## src/design/phy_ctrl_pkg.sv

```systemverilog
// Constants, types and helpers for the management register block.
// Assumes a single 250 MHz system clock; management pins arrive unsynchronised.
// Contract
// - Thirty-two management registers are reached directly by address, with no indirection.
// - Entries 0h to Fh take the standard layouts and entries 10h to 1Fh are implementation space.
// - Writing one to bit 15 starts a software reset, and the bit clears itself, defaulting to zero.
// - Writing one to bit 9 restarts negotiation, and the bit then clears itself to zero.
// - Manual speed is bit 6 as MSB and bit 13 as LSB, and it is ignored while negotiation is on.
// - Negotiation enable in bit 12, default one, overrides manual speed and duplex when set.
// - Bit 11 enters power-down, and the link status copy may then go stale.
// - Bit 11 going from one to zero triggers an internal global reset.
// - Bit 10 isolates the PHY from the MAC-side interface, and clearing it restores normal use.
package phy_ctrl_pkg;
    // ****************************************************************
    // Register space
    // ****************************************************************
    localparam int REG_W = 16;
    localparam int ADDR_W = 5;
    localparam int REG_COUNT = 32;
    localparam logic [ADDR_W-1:0] BASIC_CONTROL_ADDR = 5'h00;
    localparam logic [ADDR_W-1:0] VENDOR_BASE_ADDR = 5'h10;
    localparam int BIT_RESET = 15;
    localparam int BIT_LOOPBACK = 14;
    localparam int BIT_SPEED_LSB = 13;
    localparam int BIT_AN_ENABLE = 12;
    localparam int BIT_POWER_DOWN = 11;
    localparam int BIT_ISOLATE = 10;
    localparam int BIT_AN_RESTART = 9;
    localparam int BIT_DUPLEX = 8;
    localparam int BIT_SPEED_MSB = 6;
    localparam logic [1:0] SPEED_10 = 2'h0;
    localparam logic [1:0] SPEED_100 = 2'h1;
    localparam logic [1:0] SPEED_1000 = 2'h2;
    localparam logic [1:0] SPEED_RSVD = 2'h3;
    localparam logic DEF_AN_ENABLE = 1'h1;
    localparam logic DEF_DUPLEX = 1'h1;
    localparam logic DEF_SPEED_LSB = 1'h0;

    // ****************************************************************
    // Management frame
    // ****************************************************************
    localparam logic [1:0] OP_WRITE = 2'h1;
    localparam logic [1:0] OP_READ = 2'h2;
    localparam logic [3:0] ADDR_BITS_LAST = 4'h9;
    localparam logic [3:0] DATA_BITS_LAST = 4'hf;
    localparam logic TA_DRIVE_LEVEL = 1'h0;

    // ****************************************************************
    // Timing
    // ****************************************************************
    localparam int CLK_PERIOD_PS = 4000;
    localparam int GRST_TIME_NS = 500;
    localparam int GRST_CYCLES = (GRST_TIME_NS * 1000 + CLK_PERIOD_PS - 1) / CLK_PERIOD_PS;
    localparam int HOST_WAIT_US = 1000;
    localparam int GRST_CNT_W = 8;

    // ****************************************************************
    // Types
    // ****************************************************************
    typedef struct packed {
        logic soft_reset;
        logic loopback;
        logic an_enable;
        logic power_down;
        logic isolate;
        logic an_restart;
        logic duplex;
        logic [1:0] speed;
    } ctrl_t;

    typedef enum logic [2:0] {
        MD_IDLE = 3'h0,
        MD_START = 3'h1,
        MD_OP = 3'h3,
        MD_ADDR = 3'h2,
        MD_TA = 3'h6,
        MD_DATA = 3'h7
    } mdio_state_t;

    // Reserved bits 7 and 5:0 stay zero on readback
    function automatic logic [REG_W-1:0] pack_ctrl(input ctrl_t c);
        logic [REG_W-1:0] w;
        w = '0;
        w[BIT_RESET] = c.soft_reset;
        w[BIT_LOOPBACK] = c.loopback;
        w[BIT_SPEED_LSB] = c.speed[0];
        w[BIT_AN_ENABLE] = c.an_enable;
        w[BIT_POWER_DOWN] = c.power_down;
        w[BIT_ISOLATE] = c.isolate;
        w[BIT_AN_RESTART] = c.an_restart;
        w[BIT_DUPLEX] = c.duplex;
        w[BIT_SPEED_MSB] = c.speed[1];
        return w;
    endfunction

    function automatic ctrl_t default_ctrl(input logic speed_msb);
        ctrl_t c;
        c = '0;
        c.an_enable = DEF_AN_ENABLE;
        c.duplex = DEF_DUPLEX;
        c.speed = {speed_msb, DEF_SPEED_LSB};
        return c;
    endfunction
endpackage

```

## src/design/reg_space_mem.sv

```systemverilog
// Plain storage for the directly addressed register entries.
// Assumes a single write port and one registered read port on one clock.
`timescale 1ns/1ps
`default_nettype none
module reg_space_mem #(
    parameter int DATA_W = 16,
    parameter int ADDR_W = 5
) (
    input wire logic clk_sys, // System clock
    input wire logic we, // Write strobe
    input wire logic [ADDR_W-1:0] waddr, // Write address
    input wire logic [DATA_W-1:0] wdata, // Write data
    input wire logic [ADDR_W-1:0] raddr, // Read address
    output logic [DATA_W-1:0] rdata_q // Registered read data
);
    logic [DATA_W-1:0] mem [2**ADDR_W];

    // ****************************************************************
    // Storage
    // ****************************************************************
    // No reset on the array; contents are defined only once written
    always_ff @(posedge clk_sys) begin
        if (we) begin
            mem[waddr] <= wdata;
        end
    end

    // Read data always from a register so callers see a fixed latency
    always_ff @(posedge clk_sys) begin
        rdata_q <= mem[raddr];
    end
endmodule
`default_nettype wire

```

## src/design/phy_basic_control_register.sv

```systemverilog
// Management slave on the serial management pins with the basic control register.
// Assumes MDC and MDIO come straight from pins; negotiation results come on clk_sys.
`timescale 1ns/1ps
`default_nettype none
module phy_basic_control_register
    import phy_ctrl_pkg::*;
#(
    parameter logic [ADDR_W-1:0] PHY_ADDR = 5'h01,
    parameter logic SPEED_MSB_DEFAULT = 1'h1
) (
    input wire logic clk_sys, // 250 MHz system clock
    input wire logic rst, // Synchronous active-high reset
    input wire logic mdc, // Management clock pin
    input wire logic mdio_i, // Management data pin level
    output logic mdio_o, // Management data driven level
    output logic mdio_oe, // High while driving the data pin
    input wire logic [1:0] an_speed, // Negotiated speed code
    input wire logic an_duplex, // Negotiated duplex
    input wire logic link_up, // Live link indication
    output logic link_up_q, // Link status copy
    output logic loopback_q, // Loopback mode
    output logic isolate_q, // MAC interface isolated
    output logic power_down_q, // Power-down mode
    output logic an_enable_q, // Negotiation enabled
    output logic an_restart_q, // One-cycle negotiation restart
    output logic [1:0] eff_speed_q, // Speed in use
    output logic eff_duplex_q, // Duplex in use
    output logic global_reset_q // Internal global reset
);
    // ****************************************************************
    // Pin synchronisers
    // ****************************************************************
    logic mdc_s1_q, mdc_s2_q, mdc_s3_q;
    logic mdio_s1_q, mdio_s2_q;
    logic mdc_rise;

    // Two flops per pin; the third mdc stage only feeds edge detection
    always_ff @(posedge clk_sys) begin
        if (rst) begin
            mdc_s1_q <= 1'h0;
            mdc_s2_q <= 1'h0;
            mdc_s3_q <= 1'h0;
            mdio_s1_q <= 1'h1;
            mdio_s2_q <= 1'h1;
        end else begin
            mdc_s1_q <= mdc;
            mdc_s2_q <= mdc_s1_q;
            mdc_s3_q <= mdc_s2_q;
            mdio_s1_q <= mdio_i;
            mdio_s2_q <= mdio_s1_q;
        end
    end

    assign mdc_rise = mdc_s2_q & ~mdc_s3_q;

    // ****************************************************************
    // Frame decoder
    // ****************************************************************
    mdio_state_t state_q;
    logic [1:0] op_q;
    logic [9:0] addr_sr_q;
    logic [3:0] bit_cnt_q;
    logic [REG_W-1:0] data_sr_q;
    logic ta_first_q;
    logic rd_hit_q;
    logic wr_commit;
    logic [ADDR_W-1:0] reg_addr;
    logic [ADDR_W-1:0] phy_addr;
    logic [REG_W-1:0] mem_rdata;
    logic [REG_W-1:0] rd_word;
    ctrl_t ctrl_q;

    assign phy_addr = addr_sr_q[9:5];
    assign reg_addr = addr_sr_q[4:0];
    assign wr_commit = mdc_rise && state_q == MD_DATA && bit_cnt_q == DATA_BITS_LAST &&
                       op_q == OP_WRITE && phy_addr == PHY_ADDR && !global_reset_q;

    // Every address is plain storage except the basic control entry
    assign rd_word = (reg_addr == BASIC_CONTROL_ADDR) ? pack_ctrl(ctrl_q) : mem_rdata;

    // Frame sequencing; frames are not decoded while the global reset runs
    always_ff @(posedge clk_sys) begin
        if (rst || global_reset_q) begin
            state_q <= MD_IDLE;
            op_q <= 2'h0;
            addr_sr_q <= '0;
            bit_cnt_q <= 4'h0;
            ta_first_q <= 1'h0;
        end else if (mdc_rise) begin
            case (state_q)
                MD_IDLE: begin
                    // Any idle ones then a zero; preamble length is not checked
                    if (!mdio_s2_q) begin
                        state_q <= MD_START;
                    end
                end
                MD_START: begin
                    state_q <= mdio_s2_q ? MD_OP : MD_IDLE;
                    bit_cnt_q <= 4'h0;
                end
                MD_OP: begin
                    op_q <= {op_q[0], mdio_s2_q};
                    bit_cnt_q <= bit_cnt_q + 4'h1;
                    if (bit_cnt_q != 4'h0) begin
                        state_q <= MD_ADDR;
                        bit_cnt_q <= 4'h0;
                    end
                end
                MD_ADDR: begin
                    addr_sr_q <= {addr_sr_q[8:0], mdio_s2_q};
                    bit_cnt_q <= bit_cnt_q + 4'h1;
                    if (bit_cnt_q == ADDR_BITS_LAST) begin
                        state_q <= (op_q == OP_READ || op_q == OP_WRITE) ? MD_TA : MD_IDLE;
                        ta_first_q <= 1'h1;
                    end
                end
                MD_TA: begin
                    ta_first_q <= 1'h0;
                    if (!ta_first_q) begin
                        state_q <= MD_DATA;
                        bit_cnt_q <= 4'h0;
                    end
                end
                MD_DATA: begin
                    bit_cnt_q <= bit_cnt_q + 4'h1;
                    if (bit_cnt_q == DATA_BITS_LAST) begin
                        state_q <= MD_IDLE;
                    end
                end
                default: begin
                    state_q <= MD_IDLE;
                end
            endcase
        end
    end

    // Data shifter: captures write data, or shifts read data out MSB first
    always_ff @(posedge clk_sys) begin
        if (rst) begin
            data_sr_q <= '0;
            rd_hit_q <= 1'h0;
        end else if (mdc_rise) begin
            if (state_q == MD_TA && ta_first_q) begin
                data_sr_q <= rd_word;
                rd_hit_q <= op_q == OP_READ && phy_addr == PHY_ADDR && !global_reset_q;
            end else if (state_q == MD_DATA) begin
                data_sr_q <= {data_sr_q[REG_W-2:0], mdio_s2_q};
                if (bit_cnt_q == DATA_BITS_LAST) begin
                    rd_hit_q <= 1'h0;
                end
            end else if (state_q != MD_TA) begin
                // Hit must survive the second turnaround bit, which launches data[15]
                rd_hit_q <= 1'h0;
            end
        end
    end

    // Pin driver changes just after a rising MDC so the host samples it stable
    always_ff @(posedge clk_sys) begin
        if (rst) begin
            mdio_o <= 1'h1;
            mdio_oe <= 1'h0;
        end else if (mdc_rise) begin
            if (state_q == MD_TA && ta_first_q && op_q == OP_READ &&
                phy_addr == PHY_ADDR && !global_reset_q) begin
                mdio_o <= TA_DRIVE_LEVEL;
                mdio_oe <= 1'h1;
            end else if (rd_hit_q && (state_q == MD_TA || state_q == MD_DATA) &&
                         !(state_q == MD_DATA && bit_cnt_q == DATA_BITS_LAST)) begin
                mdio_o <= (state_q == MD_TA) ? data_sr_q[REG_W-1] : data_sr_q[REG_W-2];
                mdio_oe <= 1'h1;
            end else begin
                mdio_o <= 1'h1;
                mdio_oe <= 1'h0;
            end
        end
    end

    // ****************************************************************
    // Register storage
    // ****************************************************************
    // Standard entries other than basic control, and implementation entries, are held here
    reg_space_mem #(
        .DATA_W(REG_W),
        .ADDR_W(ADDR_W)
    ) u_mem (
        .clk_sys(clk_sys),
        .we(wr_commit && reg_addr != BASIC_CONTROL_ADDR),
        .waddr(reg_addr),
        .wdata({data_sr_q[REG_W-2:0], mdio_s2_q}),
        .raddr(reg_addr),
        .rdata_q(mem_rdata)
    );

    // ****************************************************************
    // Basic control register
    // ****************************************************************
    logic [REG_W-1:0] wr_word;
    logic [GRST_CNT_W-1:0] grst_cnt_q;
    logic grst_start;

    assign wr_word = {data_sr_q[REG_W-2:0], mdio_s2_q};
    assign grst_start = wr_commit && reg_addr == BASIC_CONTROL_ADDR &&
                        (wr_word[BIT_RESET] ||
                         (ctrl_q.power_down && !wr_word[BIT_POWER_DOWN]));

    // Control bits; reserved positions are never stored
    always_ff @(posedge clk_sys) begin
        if (rst) begin
            ctrl_q <= default_ctrl(SPEED_MSB_DEFAULT);
        end else if (global_reset_q && grst_cnt_q == GRST_CNT_W'(1)) begin
            ctrl_q <= default_ctrl(SPEED_MSB_DEFAULT);
        end else if (wr_commit && reg_addr == BASIC_CONTROL_ADDR) begin
            ctrl_q.soft_reset <= wr_word[BIT_RESET];
            ctrl_q.loopback <= wr_word[BIT_LOOPBACK];
            ctrl_q.an_enable <= wr_word[BIT_AN_ENABLE];
            ctrl_q.power_down <= wr_word[BIT_POWER_DOWN];
            ctrl_q.isolate <= wr_word[BIT_ISOLATE];
            ctrl_q.an_restart <= wr_word[BIT_AN_RESTART];
            ctrl_q.duplex <= wr_word[BIT_DUPLEX];
            ctrl_q.speed <= {wr_word[BIT_SPEED_MSB], wr_word[BIT_SPEED_LSB]};
        end else if (ctrl_q.an_restart) begin
            ctrl_q.an_restart <= 1'h0;
        end
    end

    // Global reset length; kept well under the manager's post power-down wait
    always_ff @(posedge clk_sys) begin
        if (rst) begin
            grst_cnt_q <= '0;
            global_reset_q <= 1'h0;
        end else if (grst_start) begin
            grst_cnt_q <= GRST_CNT_W'(GRST_CYCLES);
            global_reset_q <= 1'h1;
        end else if (grst_cnt_q != '0) begin
            grst_cnt_q <= grst_cnt_q - GRST_CNT_W'(1);
            global_reset_q <= grst_cnt_q != GRST_CNT_W'(1);
        end
    end

    // ****************************************************************
    // Mode outputs
    // ****************************************************************
    // Negotiated result wins over the manual bits; reserved manual code runs as 1000
    always_ff @(posedge clk_sys) begin
        if (rst) begin
            loopback_q <= 1'h0;
            isolate_q <= 1'h0;
            power_down_q <= 1'h0;
            an_enable_q <= DEF_AN_ENABLE;
            an_restart_q <= 1'h0;
            eff_speed_q <= SPEED_10;
            eff_duplex_q <= DEF_DUPLEX;
        end else begin
            loopback_q <= ctrl_q.loopback;
            isolate_q <= ctrl_q.isolate;
            power_down_q <= ctrl_q.power_down;
            an_enable_q <= ctrl_q.an_enable;
            an_restart_q <= ctrl_q.an_restart && ctrl_q.an_enable;
            if (ctrl_q.an_enable) begin
                eff_speed_q <= an_speed;
                eff_duplex_q <= an_duplex;
            end else begin
                eff_speed_q <= (ctrl_q.speed == SPEED_RSVD) ? SPEED_1000 : ctrl_q.speed;
                eff_duplex_q <= ctrl_q.duplex;
            end
        end
    end

    // Status copy freezes in power-down, so software must not trust it then
    always_ff @(posedge clk_sys) begin
        if (rst) begin
            link_up_q <= 1'h0;
        end else if (!ctrl_q.power_down) begin
            link_up_q <= link_up;
        end
    end
endmodule
`default_nettype wire

```

## config.mk

```make
export PLATFORM = sky130hd
export DESIGN_NAME = phy_basic_control_register
export DESIGN_NICKNAME = d
export VERILOG_FILES = /design/src/design/phy_ctrl_pkg.sv /design/src/design/reg_space_mem.sv /design/src/design/phy_basic_control_register.sv
export SDC_FILE = /design/constraint.sdc
export NUM_CORES = 1
export LEC_CHECK = 0
export BUFFER_PORTS_ARGS = -buffer_cell sky130_fd_sc_hd__buf_2
export CAP_MARGIN = 20
export CORE_UTILIZATION = 65
export CTS_BUF_LIST = sky130_fd_sc_hd__clkbuf_2
export DETAILED_ROUTE_END_ITERATION = 10
export HOLD_SLACK_MARGIN = 0.05
export PLACE_DENSITY = 0.82
export REMOVE_ABC_BUFFERS = 1
export SETUP_SLACK_MARGIN = 0.3
export SYNTH_ARGS = -nofsm -noshare
export SYNTH_HDL_FRONTEND = slang
export SYNTH_HIERARCHICAL = 1
export SYNTH_SLANG_ARGS = --single-unit
```

## constraint.sdc

```tcl
create_clock -name clk_sys -period 6.85 [get_ports clk_sys]
set_clock_uncertainty 0.2 [all_clocks]
set_input_delay 1.0275 -clock clk_sys [delete_from_list [all_inputs] [get_ports clk_sys]]
set_output_delay 1.0275 -clock clk_sys [all_outputs]
set_load 0.1 [all_outputs]
```

-- Word-level counts from Yosys, hierarchy flattened
Memories as Yosys holds them, arrays and structs flattened. A register that Yosys moved wholly into a read port is not among the register bits.
Index checks and enable logic that the tools add are counted.
- flip-flop bits (word level): 71
- bits in writable memories: 512
- input bits: 8
- output and inout bits: 12
- logic and storage cells: 141
- memories kept: 1
- add/sub/neg operators: 2
- eq/ne operators: 20
- multiplexer cells: 34
- bitwise gates (word level): 3
- reductions and logical operators: 48
- memories (memory ; words ; bits a word ; read ports ; clocked after memory_dff ; wr ports ; line ; text):
    u_mem.mem ; 32 ; 16 ; 1 ; 1 ; 1 ; reg_space_mem.sv:16 ; logic [DATA_W-1:0] mem [2**ADDR_W];
- operator list (kind ; number):
    16-bit two-way mux ; 3
    1-bit logical AND ; 20
    3-bit two-way mux ; 6
    3-bit one-hot mux with 6 select lines ; 1
    4-bit one-hot mux with 4 select lines ; 1
    1-bit two-way mux ; 15
    7-bit two-way mux ; 2
    2-bit != test, second input constant ; 5
    3-bit AND reduction ; 3
    4-bit == test, second input constant ; 2
    8-bit by 1-bit == test with 1-bit output, second input constant ; 1
    4-bit two-way mux ; 2
    8-bit by 1-bit != test with 1-bit output, second input constant ; 1
    4-bit nonzero test ; 2
    8-bit nonzero test ; 1
    8-bit by 1-bit subtractor with 8-bit output, second input constant ; 1
    3-bit by 2-bit == test with 1-bit output, second input constant ; 2
    3-bit == test, second input constant ; 2
    2-bit two-way mux ; 3
    3-bit != test, second input constant ; 2
    2-bit AND reduction ; 3
    6-bit AND reduction ; 1
    2-bit nonzero test ; 3
    2-bit OR reduction ; 3
    other kinds (15) ; 22

-- Logic depth before layout (Yosys ltp)
Gate-level depths: netlist of the first run.
- depth in word-level cells: 10
- depth in mapped cells: 8
- gate-level depth less buffers: 6

-- Cells and area by module
Netlist of the first run, hierarchy kept.
- modules (own cells, without submodules) (module ; times used ; cells an instance ; area each (um2) ; seq. area each (um2)):
    reg_space_mem ; 1 ; 1143 ; 20534.7 ; 15695.1
    phy_basic_control_register ; 1 ; 372 ; 3373.2 ; 1421.4

-- Least setup slack after synthesis of the first run
OpenSTA, ideal clock, no wires.
- path kind: reg2reg
- start: reg global_reset_q
- end: mem u_mem.mem[12][0] (enable)
- setup time: 0.388 ns
- data arrival time: 3.217 ns
- required time: 6.262 ns
- path slack: 3.045 ns
- stages on the path, launching flop included: 7
- path buffers: 1
- clock period less this slack: 3.805 ns
- cell sequence: dfxtp_1 > or2_2 > nor4_4 > and3_2 > or3b_2 > clkbuf_1 > nor2_1
- longest elaborated chain between the ends: 5
- ends and longest elaborated chain (element ; line ; text):
    start, declared ; phy_basic_control_register.sv:28 ; output logic global_reset_q
    start signal, assigned ; phy_basic_control_register.sv:231 ; global_reset_q <= 1'h0;
    start signal, assigned ; phy_basic_control_register.sv:234 ; global_reset_q <= 1'h1;
    start signal, assigned ; phy_basic_control_register.sv:237 ; global_reset_q <= grst_cnt_q != GRST_CNT_W'(1);
    1-bit zero test ; phy_basic_control_register.sv:76 ; op_q == OP_WRITE && phy_addr == PHY_ADDR && !global_reset_q;
    1-bit logical AND ; phy_basic_control_register.sv:76 ;
    1-bit logical AND ; phy_basic_control_register.sv:188 ; .we(wr_commit && reg_addr != BASIC_CONTROL_ADDR),
    1-bit two-way mux ; reg_space_mem.sv:23 ; if (we) begin
    1-bit two-way mux (not written as such) ; reg_space_mem.sv:24 ; mem[waddr] <= wdata;
    end, declared ; reg_space_mem.sv:16 ;
No other way between the ends.

-- Worst setup path in the final report of the first run
- start: reg state_q[0]
- end: mem u_mem.mem[16][1] (enable)
- longest elaborated chain between the ends: 9
- ends and longest elaborated chain (element ; line ; text):
    start, declared ; phy_basic_control_register.sv:59 ; mdio_state_t state_q;
    start signal, assigned ; phy_basic_control_register.sv:98 ; state_q <= mdio_s2_q ? MD_OP : MD_IDLE;
    start signal, assigned ; phy_basic_control_register.sv:113 ; state_q <= (op_q == OP_READ || op_q == OP_WRITE) ? MD_TA : MD_IDLE;
    3-bit == test ; phy_basic_control_register.sv:75 ; assign wr_commit = mdc_rise && state_q == MD_DATA && bit_cnt_q == DATA_BITS_LAST &&
    1-bit logical AND (3 in a row) ; phy_basic_control_register.sv:75 ;
    1-bit logical AND (2 in a row) ; phy_basic_control_register.sv:76 ;
    1-bit logical AND ; phy_basic_control_register.sv:188 ;
    1-bit two-way mux ; reg_space_mem.sv:23 ;
    1-bit two-way mux (not written as such) ; reg_space_mem.sv:24 ;
No other way between the ends.

==> results of run 1 <==
## final timing paths
| kind | cells past startpoint | endpoint | slack, ns | startpoint |
|---|---|---|---|---|
| min reg2reg | 1 | mdc_s2_q | 0.20 | mdc_s1_q |
| max reg2reg | 6 | u_mem/mem[16][1] | 2.97 | state_q[0] |
| min | 1 | mdc_s2_q | 0.20 | mdc_s1_q |
| max | 6 | u_mem/mem[16][1] | 2.97 | state_q[0] |
## sequential cells by signal (all words and copies together), names as in the netlist, 2 cells and up
| name | count |
|---|---|
| op_q | 2 |
| addr_sr_q | 10 |
| state_q | 3 |
| u_mem/rdata_q | 16 |
| eff_speed_q | 2 |
| data_sr_q | 16 |
| bit_cnt_q | 4 |
| grst_cnt_q | 8 |
| u_mem/mem | 512 |
| ctrl_q | 9 |
## per-stage QoR
step,utilization [%],instances,setup WS (ns),power [mW]
floorplan,-,1424,-6.564,4.202
global placement,67.65,1946,2.799,4.239
detailed placement,67.77,1950,2.992,4.247
CTS,71.37,2197,2.915,6.413
global route,71.39,2199,2.805,6.631
finish,71.39,2199,2.971,6.372
## report_power, final
group          internal, mW  switching (mW)  total (mW)  leakage, nW
sequential             3.92          0.0250        3.95         5.45
clock                 0.896            1.31        2.20        0.968
combinational        0.0857           0.135       0.221         1.97
## Yosys cell counts, types with 5 or more instances
cell | n | share of area (%)
and2_1 | 5 | 0.13
nand2b_1 | 8 | 0.21
mux2i_1 | 272 | 11
clkbuf_1 | 29 | 0.46
a22o_1 | 32 | 1.2
dfxtp_1 | 87 | 7.3
nand3_1 | 43 | 0.90
nand2_1 | 39 | 0.61
a221oi_1 | 13 | 0.48
buf_8 | 6 | 0.38
nand3b_1 | 12 | 0.38
nor2b_1 | 14 | 0.37
nor2_1 | 67 | 1.1
buf_6 | 6 | 0.28
o31ai_1 | 8 | 0.25
o21ai_0 | 17 | 0.36
a21oi_1 | 56 | 1.2
buf_2 | 22 | 0.46
or2_2 | 5 | 0.13
inv_1 | 14 | 0.22
buf_12 | 5 | 0.42
a31oi_1 | 29 | 0.76
a21boi_0 | 6 | 0.19
buf_4 | 22 | 0.69
a22oi_1 | 66 | 2.1
nand4_1 | 22 | 0.58
nor3_1 | 26 | 0.54
ha_1 | 8 | 0.42
edfxtp_1 | 512 | 64
## logic make-up after synthesis
family	Yosys count	synth area share [%]
flops	599	71.59
mux	272	11.39
simple gates	272	5.998
compound gates	252	7.426
buf+inv	106	2.957
fa+ha+maj	8	0.4187
xor+xnor	6	0.2198
## per-layer routing
layer,track usage (%),up-vias
met5,0,-
met4,12.33,2
met3,7.654,126
met2,43.17,841
met1,40.77,6892
li1,-,6255
## worst reg2reg max path, cell delays in order, from the launching register on
cell and delay (ns):
dfxtp_1 0.68, nand3_1 0.27, nor4_4 0.63, and3_2 0.36
or3b_2 0.58, nor2_1 0.61, buf_6 0.24
## area by class of cell
type / instances / area [um2]
sequential: 599 / 17130
fill: 2281 / 10270
multi-input combinational: 810 / 6107
clock buffer: 215 / 1076
tap: 461 / 576.8
timing repair buffer: 72 / 535.5
clock inverter: 26 / 155.1
inverter: 15 / 56.30
antenna: 1 / 2.502
==> results by group, run 1 <==
Clocking
  – Clk buf depth: 3
  – Clock Root Buffer: clkbuf_2
  – Post-CTS sizing: 0
  – CTS tree: built
  – Hold_buf cts: 6
  – H-tree depth: 4
  – Post-CTS setup repair buffer count: 0
  – Clock Latency Late Sink: 1.07 ns
  – # clock sinks: 599
  – TritonCTS buffer count: 140
  – Worst-path clk slew: 0.11 ns

Route
  – DRC Markers: 0
  – Pre-antenna DRT Iters: 6
  – Antenna-violating nets left: 0
  – Final wirelength: 53.72 mm
  – Vias: 14120
  – Met2 routed WL: 24.61 mm
  – Via/cell ratio: 6.419
  – Max layer used: met5
  – Initial DRC Count: 2288
  – Met1 wire length: 21.18 mm
  – Average wire per standard cell: 24.43 um
  – Met3 WL post-DR: 6.264 mm

STA
  – Fin Setup TNS: 0 ns
  – Slew headroom: 25.63%
  – Final setup violation count: 0
  – Hold_ws: 0.2040 ns
  – Final worst-path cycle share: 56.63%
  – RSZ-0062 raised after global routing: no
  – F_max: 257.8 MHz
  – Final min period: 3.879 ns
  – Max-slew violation total from the final report: 0
  – Final Hold Vio Count: 0
  – Worst slew pin tran: 1.116 ns

Die
  – Die width: 193.8 um
  – Core region area: 35910 um2
  – I/O pin total: 20
  – Die ar.: 37550 um2
  – Effective utilization at floorplan: 66.57%
  – Chip height: 193.8 um
  – Rows: 69

Power and ir drop
  – Leak Pwr: 8.381 nW
  – Pwr/cell area: 248.5 nW/um2
  – VDD IR max: 128.3 uV

Synthesis
  – Syn_area_per_cell: 15.78 um2
  – Register area share after synthesis: 71.59%
  – #FFs+latches synth: 599
  – Post-Syn Area: 23910 um2
  – EDFF count, synth: 512
  – Post-Syn Instances: 1515
  – Top FF cell, synth: edfxtp_1
  – Post-synth ARST share: 0%
  – Number of synthesis warnings: 6
  – Distinct cells, synth: 65

Worst setup path
  – WP data required: 7.42 ns
  – Setup CP Type: reg -> reg
  – Slowest cell delay on critical path: 0.68 ns
  – Critical path endpoint category: flip-flop
  – Crit Path Max Fanout: 20
  – CP arrival: 4.45 ns
  – CP top delay family: simple AND/OR/NAND/NOR gates
  – Worst Setup Start Kind: flip-flop
  – CP max stage cell: dfxtp_1
  – Buffers & Inverters on Critical Path: 1
  – Cell chain of the critical path: nand3_1 -> nor4_4 -> and3_2 -> or3b_2 -> nor2_1 -> buf_6

Global route
  – Number of global-route vias before repair: 13660
  – Antenna violations before repair: 2
  – First-pass GRT wire length: 80.40 mm
  – Largest net degree at the start of global routing: 156
  – Grt ovf: 0
  – Gr usage total: 28.98%

Layout
  – Share of cells above drive strength 1: 18.31%
  – Most frequent cells in the layout: edfxtp_1 (512), mux2i_1 (272), clkbuf_2 (215)
  – Finished Cell Area: 25640 um2
  – Most common cell after layout, fill and taps aside: edfxtp_1
  – Final nets: 1654
  – Area Growth Syn to Fin: 7.248%

Hold path
  – HP Class: reg -> reg

Placement
  – GPL Wtd Cong: 0.8526
  – Number of I/O port buffers: 19
  – Placed Instance Area: 24340 um2
  – DP Wirelength: 31.10 mm

Outcome
  – Status: finished clean

Flow run
  – Max Cap Viol: 0
No activity file was read; power rests on OpenSTA's default activity.
==> run 2: changes to the inputs <==
==> constraint.sdc (replaced) <==
create_clock -name clk_sys -period 3.7 [get_ports clk_sys]
set_clock_uncertainty 0.2 [all_clocks]
set_input_delay 0.555 -clock clk_sys [delete_from_list [all_inputs] [get_ports clk_sys]]
set_output_delay 0.555 -clock clk_sys [all_outputs]
set_load 0.1 [all_outputs]
==> results by group, run 2 (same netlist as run 1, synthesis figures left out) <==
Clocking
  – # clock sinks: 599 (unchanged)
  – Worst-path clk slew: 0.09 ns (-0.02 ns)
  – Clk buf depth: 3 (unchanged)
  – H-tree depth: 4 (unchanged)
  – TritonCTS buffer count: 142 (+1.4%)
  – CTS tree: built
  – Clock Latency Late Sink: 1.07 ns (about the same)
  – Post-CTS sizing: 0 (unchanged)
  – Clock Root Buffer: clkbuf_2

STA
  – Max-slew violation total from the final report: 0 (unchanged)
  – RSZ-0062 raised after global routing: no
  – Slew headroom: 23.76% (-1.9 points)
  – Final worst-path cycle share: 82.95% (+26 points)
  – Final setup violation count: 0 (unchanged)
  – Final Hold Vio Count: 0 (unchanged)
  – Final min period: 3.069 ns (-0.8099 ns)
  – Final worst slack: 0.6309 ns (-2.340 ns)
  – Worst slew pin tran: 1.142 ns (+0.02649 ns)
  – F_max: 325.8 MHz (+26%)

Route
  – Initial DRC Count: 1737 (-24%)
  – Pre-antenna DRT Iters: 6 (unchanged)
  – Antenna-violating nets left: 0 (unchanged)
  – Vias: 14380 (+1.8%)
  – Via/cell ratio: 6.393 (-0.42%)
  – Final wirelength: 54.00 mm (+0.52%)
  – DRC Markers: 0 (unchanged)
  – Average wire per standard cell: 24.01 um (-1.7%)

Die
  – Die ar.: 37550 um2 (unchanged)
  – I/O pin total: 20 (unchanged)
  – Rows: 69 (unchanged)
  – Die width: 193.8 um (unchanged)
  – Core region area: 35910 um2 (unchanged)
  – Effective utilization at floorplan: 66.57% (unchanged)
  – Chip height: 193.8 um (unchanged)

Hold path
  – HP Class: reg -> reg

Worst setup path
  – Critical path endpoint category: flip-flop
  – Worst Setup Start Kind: flip-flop
  – CP max stage cell: or3b_2
  – Reg2reg setup slack: 0.63 ns (-2.34 ns)
  – Crit Path Max Fanout: 16 (-20%)
  – Setup CP Type: reg -> reg
  – Cell chain of the critical path: nand3_1 -> nor4_4 -> and3_2 -> or3b_2 -> nor2_1 -> buf_4
  – Buffers & Inverters on Critical Path: 1 (unchanged)
  – WP data required: 4.22 ns (-3.20 ns)
  – CP top delay family: simple AND/OR/NAND/NOR gates
  – Slowest cell delay on critical path: 0.64 ns (-0.04 ns)
  – CP arrival: 3.59 ns (-0.86 ns)

Placement
  – Number of I/O port buffers: 19 (unchanged)
  – DP Wirelength: 32.42 mm (+4.2%)
  – GPL Wtd Cong: 0.8990 (+5.4%)
  – Dpl ws: 0.6830 ns (-2.309 ns)

Outcome
  – Status: finished clean

Layout
  – Largest register FFs: 512 (unchanged)
  – Biggest regs: u_mem/mem x512, data_sr_q x16, u_mem/rdata_q x16
  – Area Growth Syn to Fin: 9.404%
  – Most common cell after layout, fill and taps aside: edfxtp_1
  – Final nets: 1700 (+2.8%)
  – Share of cells above drive strength 1: 19.31% (+1.0 points)
  – Top reg by flops: u_mem/mem
  – Most frequent cells in the layout: edfxtp_1 (512), mux2i_1 (272), clkbuf_2 (214)
  – Utilization after layout: 72.83% (+1.4 points)

Global route
  – Antenna violations before repair: 1 (-1)
  – Number of global-route vias before repair: 14170 (+3.7%)
  – Grt ovf: 0 (unchanged)
  – Largest net degree at the start of global routing: 111 (-29%)
  – Gr usage total: 29.23% (+0.25 points)
  – First-pass GRT wire length: 81.43 mm (+1.3%)

Power and ir drop
  – Pwr/cell area: 465.9 nW/um2 (+87%)
  – VDD IR max: 256.4 uV (+100%)
  – Total power: 12.19 mW (+91%)
  – Leak Pwr: 8.665 nW (+3.4%)

Flow run
  – Max Cap Viol: 0 (unchanged)
run 2: changes by cell type in the layout (fill, tap and decap cells not counted), sizes merged:
| cell | delta |
|---|---|
| buf | +31 |
| bufinv | +5 |
| clkbuf | -1 |
| clkinv | +2 |
| dlygate4sd3 | +13 |
run 2: power by group:
part	switching, mW	total [mW]	internal, mW
sequential	0.0509	7.31	7.26
combinational	0.255	0.424	0.169
clock	2.44	4.45	2.01
total	2.75	12.2	9.44
run 2: path summary, 6_finish.rpt:
| check | startpoint | endpoint | cells past startpoint |
|---|---|---|---|
| setup / recovery | state_q[1] | u_mem/mem[8][3] | 6 |
| hold / removal | mdio_s1_q | mdio_s2_q | 1 |
| setup reg to reg | state_q[1] | u_mem/mem[8][3] | 6 |
| hold reg to reg | mdio_s1_q | mdio_s2_q | 1 |
run 2: per-stage QoR:
step / instances / hold WS (ns) / instance area, um2 / setup TNS, ns
after detailed placement: 1981 / 0.1972 / 24570 / 0
after floorplan: 1424 / 0.1895 / 23260 / -5210.95
after CTS: 2247 / 0.1564 / 26150 / 0
after global routing: 2249 / 0.2450 / 26160 / 0
after global placement: 1981 / 0.1986 / 24570 / 0
final: 2249 / 0.2141 / 26160 / 0
run 2: cell type report:
| cell class | instances | area (um2) |
|---|---|---|
| fill | 2223 | 9758 |
| timing repair buffer | 116 | 908.4 |
| inverter | 15 | 56.30 |
| clock buffer | 214 | 1071 |
| antenna | 1 | 2.502 |
| multi-input combinational | 810 | 6107 |
| tap | 461 | 576.8 |
| sequential | 599 | 17120 |
| clock inverter | 33 | 311.5 |
run 2: repair_timing:
action | CTS | global route
hold buffers | 19 | 0
setup buffers | 0 | 0
endpoints found under the hold margin | 40 | 0
run 2: metal layers:
layer	vias up	wire length, um	track usage (%)	part of all wire, %
met4	0	1692	13.30	3.1
met5	-	0	0	0
met3	121	5231	5.688	9.7
li1	6357	-	-	-
met1	7052	20940	39.62	39
met2	847	26130	46.36	48
==> run 3: changes to the inputs <==
==> constraint.sdc (replaced) <==
create_clock -name clk_sys -period 3.2 [get_ports clk_sys]
set_clock_uncertainty 0.2 [all_clocks]
set_input_delay 0.48 -clock clk_sys [delete_from_list [all_inputs] [get_ports clk_sys]]
set_output_delay 0.48 -clock clk_sys [all_outputs]
set_load 0.1 [all_outputs]
==> results by group, run 3 (same netlist as run 1, synthesis figures left out) <==
Route
  – Pre-antenna DRT Iters: 6 (unchanged)
  – Final wirelength: 53.52 mm (-0.88%)
  – Via/cell ratio: 6.332 (-0.95%)
  – Average wire per standard cell: 23.60 um (-1.7%)
  – Antenna-violating nets left: 0 (unchanged)
  – Initial DRC Count: 1600 (-7.9%)
  – DRC Markers: 0 (unchanged)
  – Vias: 14360 (-0.11%)

Worst setup path
  – Reg2reg setup slack: 0.38 ns (-0.26 ns)
  – Worst Setup SP: bit_cnt_q[1]
  – Crit Path Max Fanout: 16 (unchanged)
  – CP arrival: 3.36 ns (-0.23 ns)
  – Slowest cell delay on critical path: 0.50 ns (-0.14 ns)
  – WP data required: 3.74 ns (-0.48 ns)
  – Reg-to-Reg Start: bit_cnt_q[1]
  – Cell chain of the critical path: ha_1 -> nand3_1 -> nor4_4 -> and3_4 -> or3b_4 -> nor2_1 -> buf_6
  – CP max stage cell: or3b_4
  – Setup CP Type: reg -> reg
  – Worst Setup Start Kind: flip-flop
  – Critical path endpoint category: flip-flop

Placement
  – GPL Wtd Cong: 0.9282 (+3.2%)
  – Number of I/O port buffers: 19 (unchanged)
  – DP Wirelength: 32.66 mm (+0.75%)
  – Inst Count DP: 2002 (+1.1%)
  – Dpl ws: 0.2003 ns (-0.4827 ns)

Global route
  – Grt ovf: 0 (unchanged)
  – Antenna violations before repair: 1 (unchanged)
  – Number of global-route vias before repair: 14360 (+1.3%)
  – Largest net degree at the start of global routing: 74 (-33%)
  – First-pass GRT wire length: 81.72 mm (+0.36%)
  – Gr usage total: 29.10% (-0.13 points)

Power and ir drop
  – Pwr/cell area: 530.5 nW/um2 (+14%)
  – VDD IR max: 436.5 uV (+70%)
  – Total power: 13.99 mW (+15%)
  – Leak Pwr: 8.760 nW (+1.1%)

Clocking
  – Worst-path clk slew: 0.09 ns (about the same)
  – Clock Latency Late Sink: 1.07 ns (about the same)
  – Clk buf depth: 3 (unchanged)
  – CTS tree: built
  – H-tree depth: 4 (unchanged)
  – TritonCTS buffer count: 142 (unchanged)
  – # clock sinks: 599 (unchanged)
  – Clock Root Buffer: clkbuf_2

STA
  – Slew headroom: 22.74% (-1.0 points)
  – Final worst-path cycle share: 88.26% (+5.3 points)
  – F_max: 354.1 MHz (+8.7%)
  – Final setup violation count: 0 (unchanged)
  – Final worst slack: 0.3757 ns (-0.2551 ns)
  – Worst slew pin tran: 1.154 ns (+0.01178 ns)
  – Max-slew violation total from the final report: 0 (unchanged)
  – Final min period: 2.824 ns (-0.2449 ns)
  – RSZ-0062 raised after global routing: yes
  – Final Hold Vio Count: 0 (unchanged)

Die
  – Chip height: 193.8 um (unchanged)
  – Effective utilization at floorplan: 66.57% (unchanged)
  – Die ar.: 37550 um2 (unchanged)
  – Die width: 193.8 um (unchanged)
  – I/O pin total: 20 (unchanged)
  – Rows: 69 (unchanged)
  – Core region area: 35910 um2 (unchanged)

Layout
  – Most common cell after layout, fill and taps aside: edfxtp_1
  – Final nets: 1723 (+1.4%)
  – Final Non-Filler Cells: 2268 (+0.84%)
  – Area Growth Syn to Fin: 10.34%
  – Largest register FFs: 512 (unchanged)
  – Biggest regs: u_mem/mem x512, data_sr_q x16, u_mem/rdata_q x16
  – Utilization after layout: 73.45% (+0.62 points)
  – Share of cells above drive strength 1: 20.04% (+0.74 points)
  – Fill count: 2210 (-0.58%)
  – Top reg by flops: u_mem/mem
  – Most frequent cells in the layout: edfxtp_1 (512), mux2i_1 (272), clkbuf_2 (200)

Hold path
  – HP Start: rst
  – HP Class: in -> reg

Outcome
  – Status: finished clean

Flow run
  – Max Cap Viol: 0 (unchanged)
==> run 3: area by class of cell <==
class / instances / area [um2] / area share [%]
clock buffers: 200 / 1001 / 3.794
diodes: 1 / 2.502 / 0.009486
inverters: 15 / 56.30 / 0.2134
clock inverters: 43 / 332.8 / 1.262
flip-flops and latches: 599 / 17120 / 64.90
repair buffers: 139 / 1166 / 4.420
multi-input cells: 810 / 6123 / 23.21
well taps: 461 / 576.8 / 2.186
==> run 3: what timing repair did <==
item | CTS | global route
pin swaps | 1 | 0
resized for setup | 3 | 11
setup endpoints to repair | 167 | 143
setup buffers | 2 | 0
gates cloned | 0 | 1
hold buffers | 19 | 0
hold endpoints to repair | 62 | 0
==> run 3: per-layer routing <==
layer  wire length [um]  vias to the layer above  track usage (%)
li1                   -                     6397                -
met4               1787                        0            13.51
met1              20970                     7059            40.06
met5                  0                        -                0
met2              25320                      795            44.78
met3               5446                      110            6.384
==> run 3: final timing paths <==
path	end	cells past startpoint
hold / removal	rd_hit_q	3
setup reg to reg	u_mem/mem[28][11]	7
hold reg to reg	mdio_s2_q	1
setup / recovery	u_mem/mem[28][11]	7
==> run 3: per-stage QoR <==
stage / cell area, um2 / TNS, ns / hold WS (ns)
floorplan: 23260 / -5492.95 / 0.1895
global placement: 24790 / 0 / 0.1970
detailed placement: 24790 / 0 / 0.2005
CTS: 26340 / 0 / 0.1203
global route: 26380 / 0 / 0.1711
finish: 26380 / 0 / 0.2080
==> run 3: power breakdown <==
group	internal [mW]	total [mW]	switching [mW]
sequential	8.40	8.46	0.0612
clock	2.16	5.01	2.85
combinational	0.213	0.526	0.312
==> run 3: worst max-delay path: cells and delay by family (launching register included) <==
family        cells  cell delay (ns)
simple gates      5             1.46
flops             1             0.39
buf+inv           1             0.24
fa+ha+maj         1             0.22
